--- src/include/swdt_pkg.sv ---
// constants and types shared by the system watchdog timer files
package swdt_pkg;
   // register bus shape
   localparam int ADDR_W = 8;
   localparam int DATA_W = 32;
   // register byte offsets
   localparam logic [7:0] OFF_CTRL = 8'h00;
   localparam logic [7:0] OFF_SETTING = 8'h04;
   localparam logic [7:0] OFF_COUNT = 8'h08;
   localparam logic [7:0] OFF_STATUS = 8'h0C;
   localparam logic [7:0] OFF_CLEAR = 8'h10;
   localparam logic [7:0] OFF_ENABLE = 8'h14;
   // command bits of the control register
   localparam int CTRL_BEGIN = 0;
   localparam int CTRL_RELOAD = 1;
   localparam int CTRL_HALT = 2;
   localparam int CTRL_RUNNING = 0;
   // timeout setting layout
   localparam int TICK_W = 8;
   localparam int SET_TICK_LSB = 0;
   localparam int SET_UNIT_BIT = 8;
   localparam logic [7:0] TICK_ZERO = 8'h00;
   localparam logic [7:0] TICK_LAST = 8'h01;
   localparam logic UNIT_SECOND = 1'b0;
   localparam logic UNIT_MINUTE = 1'b1;
   // event bits of status, clear and enable
   localparam int EVT_W = 2;
   localparam int EVT_EXPIRED = 0;
   localparam int EVT_INVALID = 1;
   // time base
   localparam longint CLK_PERIOD_NS = 40;
   localparam longint SECOND_NS = 1000000000;
   localparam int CYCLES_PER_SECOND = int'(SECOND_NS / CLK_PERIOD_NS);
   localparam int SECONDS_PER_MINUTE = 60;
   // length of the outgoing system reset, in clock cycles
   localparam int RESET_PULSE_W = 5;
   localparam logic [4:0] RESET_PULSE_CYCLES = 5'h10;
   localparam logic [4:0] RESET_CNT_ZERO = 5'h00;
   localparam logic [4:0] RESET_CNT_ONE = 5'h01;
   // watchdog run state
   typedef enum logic {
      ST_STOPPED = 1'b0,
      ST_RUNNING = 1'b1
   } swdt_state_e;
endpackage

--- src/logic/swdt_prescaler.sv ---
// divides a stream of step pulses by a fixed ratio
`timescale 1ns/1ps
module swdt_prescaler #(
   parameter int unsigned DIV = 60
) (
   input wire logic clk_sys_i,
   input wire logic resetn_i,
   input wire logic clear_i,
   input wire logic step_i,
   output logic pulse_o
);
   localparam int CW = (DIV > 1) ? $clog2(DIV) : 1;
   localparam logic [CW-1:0] LAST = CW'(DIV - 1);
   localparam logic [CW-1:0] ONE = CW'(1);

   logic [CW-1:0] count;
   logic at_last;

   // one pulse per DIV steps; clear restarts the phase
   assign at_last = (count == LAST);
   assign pulse_o = step_i && at_last && !clear_i;

   // phase counter
   always_ff @(posedge clk_sys_i) begin
      if (!resetn_i || clear_i) begin
         count <= '0;
      end else if (step_i) begin
         count <= at_last ? '0 : count + ONE;
      end
   end
endmodule // swdt_prescaler

--- src/logic/swdt_irq.sv ---
// sticky event status, enable mask and level interrupt
`timescale 1ns/1ps
module swdt_irq (
   input wire logic clk_sys_i,
   input wire logic resetn_i,
   input wire logic [swdt_pkg::EVT_W-1:0] evt_i,
   input wire logic clr_we_i,
   input wire logic en_we_i,
   input wire logic [swdt_pkg::EVT_W-1:0] wdata_i,
   output logic [swdt_pkg::EVT_W-1:0] status_o,
   output logic [swdt_pkg::EVT_W-1:0] enable_o,
   output logic irq_o
);
   logic [swdt_pkg::EVT_W-1:0] clr_mask;
   logic [swdt_pkg::EVT_W-1:0] next_status;

   // a new event wins over a clear in the same cycle
   assign clr_mask = clr_we_i ? wdata_i : '0;
   assign next_status = (status_o & ~clr_mask) | evt_i;
   assign irq_o = |(status_o & enable_o);

   // status and mask registers
   always_ff @(posedge clk_sys_i) begin
      if (!resetn_i) begin
         status_o <= '0;
         enable_o <= '0;
      end else begin
         status_o <= next_status;
         if (en_we_i) begin
            enable_o <= wdata_i;
         end
      end
   end
endmodule // swdt_irq

--- src/logic/swdt_core.sv ---
// system watchdog: timeout setting, countdown, system reset and registers
//
// Notes on behaviour
// - expiry while running raises the system reset output.
// - tick count is 1 to 255; a zero setting is refused as invalid.
// - unit 0 makes each tick one second.
// - unit 1 makes each tick one minute.
// - begin loads the timeout and starts; nothing expires before that.
// - reload while running restores the latest programmed timeout.
// - halt stops the countdown; no new system reset starts while stopped.
`timescale 1ns/1ps
module swdt_core #(
   parameter int unsigned CYCLES_PER_SECOND = swdt_pkg::CYCLES_PER_SECOND
) (
   input wire logic clk_sys_i,
   input wire logic resetn_i,
   input wire logic [swdt_pkg::ADDR_W-1:0] addr_i,
   input wire logic [swdt_pkg::DATA_W-1:0] wdata_i,
   input wire logic wr_i,
   input wire logic rd_i,
   output logic [swdt_pkg::DATA_W-1:0] rdata_o,
   output logic sys_reset_o,
   output logic irq_o
);
   swdt_pkg::swdt_state_e state;
   swdt_pkg::swdt_state_e next_state;
   logic [swdt_pkg::TICK_W-1:0] set_tick;
   logic set_unit;
   logic [swdt_pkg::TICK_W-1:0] count;
   logic [swdt_pkg::TICK_W-1:0] next_count;
   logic [swdt_pkg::RESET_PULSE_W-1:0] rst_cnt;
   logic [swdt_pkg::EVT_W-1:0] evt;
   logic [swdt_pkg::EVT_W-1:0] status;
   logic [swdt_pkg::EVT_W-1:0] enable;
   logic [swdt_pkg::DATA_W-1:0] rd_mux;

   // address decode
   wire wr_ctrl = wr_i && (addr_i == swdt_pkg::OFF_CTRL);
   wire wr_setting = wr_i && (addr_i == swdt_pkg::OFF_SETTING);
   wire wr_clear = wr_i && (addr_i == swdt_pkg::OFF_CLEAR);
   wire wr_enable = wr_i && (addr_i == swdt_pkg::OFF_ENABLE);

   // commands carried by a control write; halt has priority
   wire cmd_halt = wr_ctrl && wdata_i[swdt_pkg::CTRL_HALT];
   wire cmd_reload = wr_ctrl && wdata_i[swdt_pkg::CTRL_RELOAD] && !cmd_halt;
   wire cmd_begin = wr_ctrl && wdata_i[swdt_pkg::CTRL_BEGIN] && !cmd_halt;
   wire running = (state == swdt_pkg::ST_RUNNING);

   // setting fields of a write
   wire [swdt_pkg::TICK_W-1:0] wr_tick = wdata_i[swdt_pkg::SET_TICK_LSB +: swdt_pkg::TICK_W];
   wire wr_unit = wdata_i[swdt_pkg::SET_UNIT_BIT];
   wire setting_ok = (wr_tick != swdt_pkg::TICK_ZERO);
   wire have_timeout = (set_tick != swdt_pkg::TICK_ZERO);

   // accepted commands
   wire start_ok = cmd_begin && !running && have_timeout;
   wire reload_ok = cmd_reload && running;
   wire restart = start_ok || reload_ok;

   // tick generation: seconds from the clock, minutes from seconds
   wire base_clear = restart || !running;
   wire sec_pulse;
   wire min_pulse;
   wire one_step = 1'b1;

   swdt_prescaler #(
      .DIV(CYCLES_PER_SECOND)
   ) u_sec (
      .clk_sys_i(clk_sys_i),
      .resetn_i(resetn_i),
      .clear_i(base_clear),
      .step_i(one_step),
      .pulse_o(sec_pulse)
   );

   swdt_prescaler #(
      .DIV(swdt_pkg::SECONDS_PER_MINUTE)
   ) u_min (
      .clk_sys_i(clk_sys_i),
      .resetn_i(resetn_i),
      .clear_i(base_clear),
      .step_i(sec_pulse),
      .pulse_o(min_pulse)
   );

   // unit selects which pulse decrements the countdown
   wire unit_tick = (set_unit == swdt_pkg::UNIT_MINUTE) ? min_pulse : sec_pulse;

   // expiry: last tick runs out with no halt or accepted reload in the same cycle
   wire expire = running && unit_tick && (count == swdt_pkg::TICK_LAST)
                 && !cmd_halt && !reload_ok;

   // events towards the interrupt block
   wire invalid_evt = (wr_setting && !setting_ok) || (cmd_begin && !running && !have_timeout);
   assign evt[swdt_pkg::EVT_EXPIRED] = expire;
   assign evt[swdt_pkg::EVT_INVALID] = invalid_evt;

   // next state and countdown
   always_comb begin
      next_state = state;
      next_count = count;
      if (cmd_halt) begin
         next_state = swdt_pkg::ST_STOPPED;
      end else if (restart) begin
         next_state = swdt_pkg::ST_RUNNING;
         next_count = set_tick;
      end else if (expire) begin
         next_state = swdt_pkg::ST_STOPPED;
         next_count = swdt_pkg::TICK_ZERO;
      end else if (running && unit_tick) begin
         next_count = count - swdt_pkg::TICK_LAST;
      end
   end

   // state, countdown and setting registers
   always_ff @(posedge clk_sys_i) begin
      if (!resetn_i) begin
         state <= swdt_pkg::ST_STOPPED;
         count <= swdt_pkg::TICK_ZERO;
         set_tick <= swdt_pkg::TICK_ZERO;
         set_unit <= swdt_pkg::UNIT_SECOND;
      end else begin
         state <= next_state;
         count <= next_count;
         if (wr_setting && setting_ok) begin
            set_tick <= wr_tick;
            set_unit <= wr_unit;
         end
      end
   end

   // outgoing system reset, held for a fixed number of cycles
   always_ff @(posedge clk_sys_i) begin
      if (!resetn_i) begin
         sys_reset_o <= 1'b0;
         rst_cnt <= swdt_pkg::RESET_CNT_ZERO;
      end else if (expire) begin
         sys_reset_o <= 1'b1;
         rst_cnt <= swdt_pkg::RESET_PULSE_CYCLES - swdt_pkg::RESET_CNT_ONE;
      end else if (rst_cnt != swdt_pkg::RESET_CNT_ZERO) begin
         rst_cnt <= rst_cnt - swdt_pkg::RESET_CNT_ONE;
      end else begin
         sys_reset_o <= 1'b0;
      end
   end

   // sticky events, mask and interrupt line
   swdt_irq u_irq (
      .clk_sys_i(clk_sys_i),
      .resetn_i(resetn_i),
      .evt_i(evt),
      .clr_we_i(wr_clear),
      .en_we_i(wr_enable),
      .wdata_i(wdata_i[swdt_pkg::EVT_W-1:0]),
      .status_o(status),
      .enable_o(enable),
      .irq_o(irq_o)
   );

   // read selection; unmapped addresses and the clear register read zero
   always_comb begin
      rd_mux = '0;
      case (addr_i)
         swdt_pkg::OFF_CTRL: begin
            rd_mux[swdt_pkg::CTRL_RUNNING] = running;
         end
         swdt_pkg::OFF_SETTING: begin
            rd_mux[swdt_pkg::SET_TICK_LSB +: swdt_pkg::TICK_W] = set_tick;
            rd_mux[swdt_pkg::SET_UNIT_BIT] = set_unit;
         end
         swdt_pkg::OFF_COUNT: begin
            rd_mux[swdt_pkg::TICK_W-1:0] = count;
         end
         swdt_pkg::OFF_STATUS: begin
            rd_mux[swdt_pkg::EVT_W-1:0] = status;
         end
         swdt_pkg::OFF_ENABLE: begin
            rd_mux[swdt_pkg::EVT_W-1:0] = enable;
         end
         default: begin
            rd_mux = '0;
         end
      endcase
   end

   // read data stands only in the cycle after the strobe
   always_ff @(posedge clk_sys_i) begin
      if (!resetn_i) begin
         rdata_o <= '0;
      end else begin
         rdata_o <= rd_i ? rd_mux : '0;
      end
   end

   // helper: a start has been accepted since reset
   logic started;
   always_ff @(posedge clk_sys_i) begin
      if (!resetn_i) begin
         started <= 1'b0;
      end else if (start_ok) begin
         started <= 1'b1;
      end
   end

   // helper: cycles since the last second pulse while running
   logic [31:0] sec_gap;
   always_ff @(posedge clk_sys_i) begin
      if (!resetn_i || base_clear || sec_pulse) begin
         sec_gap <= '0;
      end else begin
         sec_gap <= sec_gap + 32'h00000001;
      end
   end
endmodule // swdt_core

--- config.mk ---
export PLATFORM = sky130hd
export DESIGN_NAME = swdt_core
export DESIGN_NICKNAME = d
export VERILOG_FILES = /design/src/include/swdt_pkg.sv /design/src/logic/swdt_prescaler.sv /design/src/logic/swdt_irq.sv /design/src/logic/swdt_core.sv
export SDC_FILE = /design/constraint.sdc
export NUM_CORES = 1
export LEC_CHECK = 0
export CORE_MARGIN = 2
export CORE_UTILIZATION = 57
export DETAILED_ROUTE_END_ITERATION = 10
export DONT_BUFFER_PORTS = 1
export PLACE_DENSITY = 0.76
export SLEW_MARGIN = 15
export SYNTH_ARGS = -nofsm -noshare
export SYNTH_HDL_FRONTEND = slang
export SYNTH_HIERARCHICAL = 1
export SYNTH_SLANG_ARGS = --single-unit
--- constraint.sdc ---
create_clock -name clk_sys_i -period 3.73 [get_ports clk_sys_i]
set_clock_uncertainty 0.15 [all_clocks]
set_input_delay 0.373 -clock clk_sys_i [delete_from_list [all_inputs] [get_ports clk_sys_i]]
set_output_delay 0.373 -clock clk_sys_i [all_outputs]
set_load 0.1 [all_outputs]
==> impl_metrics.tcl <==
set metrics [dict create \
    status "finished, final reports clean" \
    n_antenna_cell 0 \
    crit_top_cell "nor3_1" \
    tightest_slew_ns 0.957 \
    syn_avg_cell_area_um2 8.72 \
    routedWlPerCell_um 14.3 \
    multi_input_area_um2 2030 \
    grt_pass1_wl_um 12000 \
    gp_congestion 0.864 \
    cts_tree "yes" \
    fin_tns_setup_ns 0 \
    fin_crit_sh_pct 89.1 \
    cts_sinks 68 \
    grt_start_max_net_pins 22 \
    post_cts_buffers 0 \
    first_pass_iters 5 \
    end_kind "register" \
    fp.dieW_um 83.5 \
    rsz0062_at_grt "false" \
    finalSetupViolations 0 \
    arrival_ns 3.45 \
    min_path_cells 1 \
    power_leakage_nw 1.31 \
    drtIter0Drc 150 \
    min_period_ns 3.32 \
    ys_seq_area_share_pct 37.8 \
    synth_edf_count 0 \
    p_clk_share_pct 42.7 \
    pre_cts_slack_ns 0.305 \
    netlist_instances 413 \
    layout-drive-gt1-share_pct 9.11 \
    start_util_pct 59.7 \
    crit_required_ns 3.86 \
    synth.distinct_cells 62 \
    worst_hold_slack_ns 0.00691 \
    die_y_um 83.5 \
    core-area_um2 6030 \
    worstSetupPathType "reg2reg" \
    n_fill_cell 532 \
    fp-row-count 28 \
    via_per_inst 5.82 \
    crit_fanout 8 \
    netlist_area_um2 3600 \
    finalPower_mw 1.76 \
    dpl.hpwl_um 4950 \
    maxCapViolCount 0 \
    pin_count 78 \
    combPwrFrac_pct 13.9 \
    clock_latency_ns 0.35 \
    max_freq_ghz 0.301 \
    ir_drop_v 0.000346 \
    ys.flop_type "dfxtp_1" \
    clockRootBuffer "clkbuf_8" \
    cp_num_buf_inv 0 \
    postRouteAntennaNets 0 \
    hold_violations 0 \
    grt_usage_pct 21.0 \
    switchingPower_uw 489 \
    totalWireLength_um 7200 \
    synth_seq_cells 68 \
    clkSlewWorstSetupHoldPaths_ns 0.08 \
    drc 0 \
    utilization_pct 63.8 \
    antenna_found_initial 0 \
    async_flop_share_pct 0 \
    pwr-share-seq_pct 43.4 \
    powerDensity_nw_per_um2 457 \
    fin_nets 473 \
    cpPeakStageDelay_ns 0.39 \
    die-area_um2 6970 \
    worstSetupStartpointType "register" \
    port_buffers 0 \
    cts_buffer_depth 2 \
    r2r.worst_path.cells 13 \
    switching_share_pct 27.8 \
    layout.area.seq_um2 1360 \
    vias 2929 \
    cp_slowest_cell "nor4_2" \
    drv_slew 0 \
    relSlewSlack_pct 36.1 \
    h-tree-depth 3 \
    overflow 0 \
    p_int_mw 1.27 \
    grt_pass1_vias 2733 \
    setup_slack_ns 0.408 \
    crit_chain "nor4_2 -> a21oi_1 -> o21a_1 -> nand2b_1 -> nor3_1 -> nand2_1 -> nor3_1 -> mux2i_1 -> nand4b_1 -> a21oi_2 -> a21boi_2 -> o21ai_0 -> a31oi_1" \
    path_depth 13 \
    areaGrowthSynthToFinish_pct 6.85 \
    numCtsBuffers 9 \
    ys.warnings.count 6 \
    hp-class "in2reg" \
    cp_top_family "simple AND/OR/NAND/NOR gates" \
]
==> final timing paths <==
check	from	endpoint	slack, ns
max	set_tick[7]	u_irq/status_o[0]	0.41
min	resetn_i	sys_reset_o	0.007
max reg2reg	set_tick[7]	u_irq/status_o[0]	0.41
min reg2reg	u_sec/count[21]	u_sec/count[21]	0.34
==> cell families after synthesis <==
kind of cell / synth area share, %
AO/OA/AOI/OAI: 13.6
XOR/XNOR: 4.38
multiplexers: 5.56
AND/OR/NAND/NOR: 27.5
adder cells (fa/ha/maj): 2.09
flip-flops: 37.8
buffers and inverters: 8.90
other: 0.209
==> through the flow <==
stage | instances | cell area, um^2
final | 503 | 3850
after global routing | 503 | 3850
after CTS | 502 | 3830
after detailed placement | 482 | 3540
after global placement | 482 | 3540
after floorplan | 440 | 3700
==> synthesized netlist by cell type, types with 7 or more instances <==
| cell | instances | area [um^2] |
|---|---|---|
| nor4_1 | 10 | 62.6 |
| dfxtp_1 | 68 | 1360 |
| nor3_1 | 8 | 40.0 |
| nand2_1 | 33 | 124 |
| nand4_1 | 9 | 56.3 |
| or3_1 | 7 | 43.8 |
| nor2b_1 | 15 | 93.8 |
| nand3_1 | 11 | 55.1 |
| o21ai_0 | 10 | 50.1 |
| inv_1 | 10 | 37.5 |
| mux2i_1 | 20 | 200 |
| nor2_1 | 41 | 154 |
| a21oi_1 | 26 | 130 |
| buf_4 | 27 | 203 |
| xnor2_1 | 12 | 105 |
==> layout make-up <==
class / instances / area share (%)
Sequential cell: 68 / 35.4
Timing Repair Buffer: 9 / 2.08
Multi-Input combinational cell: 325 / 52.7
Clock buffer: 9 / 3.22
Tap cell: 75 / 2.44
Clock inverter: 7 / 3.22
Inverter: 10 / 0.976
==> state kept, by name, indices dropped and copies added (netlist names), 2 cells and up <==
name            flops
count               8
u_min/count         6
set_tick            8
u_irq/enable_o      2
rst_cnt             5
u_sec/count        25
u_irq/status_o      2
rdata_o             9
==> metal layers <==
metal | up-vias | share of wire (%) | wire length (um) | track usage (%)
met5 | - | 0 | 0 | 0
met4 | 0 | 1.4 | 103 | 11.4
met3 | 12 | 5.8 | 421 | 4.95
met2 | 93 | 49 | 3510 | 35.9
met1 | 1368 | 44 | 3170 | 24.3
li1 | 1456 | - | - | -
==> power groups by stage <==
stage	sequential, mW	clock [mW]	combinational [mW]
floorplan	0.776	0	0.246
global placement	0.779	0	0.233
detailed placement	0.779	0	0.237
CTS	0.762	0.761	0.243
global route	0.765	0.794	0.267
finish	0.762	0.750	0.244
==> worst register-to-register path: stages, from the launching register on <==
cell,delay (ns)
dfxtp_1,0.36
nor4_2,0.39
a21oi_1,0.14
o21a_1,0.20
nand2b_1,0.18
nor3_1,0.28
nand2_1,0.16
nor3_1,0.19
mux2i_1,0.11
nand4b_1,0.23
a21oi_2,0.16
a21boi_2,0.37
o21ai_0,0.17
a31oi_1,0.16
==> cells in the final DEF (no fill, tap or decap), types with 10 or more instances in the layout <==
master   netlist  final
inv_1         10     10
nand2_1       33     33
nor2_1        41     41
nand3_1       11     11
nor2b_1       15     15
xnor2_1       12     12
dfxtp_1       68     68
o21ai_0       10     10
a21oi_1       26     26
mux2i_1       20     20
conb_1         2     29
==> repair_timing <==
item	CTS	global route
hold endpoints to repair	15	1
hold buffers	4	1
gates resized for setup	0	1
setup endpoints to repair	0	1
Power figures use the tool's default switching activity.
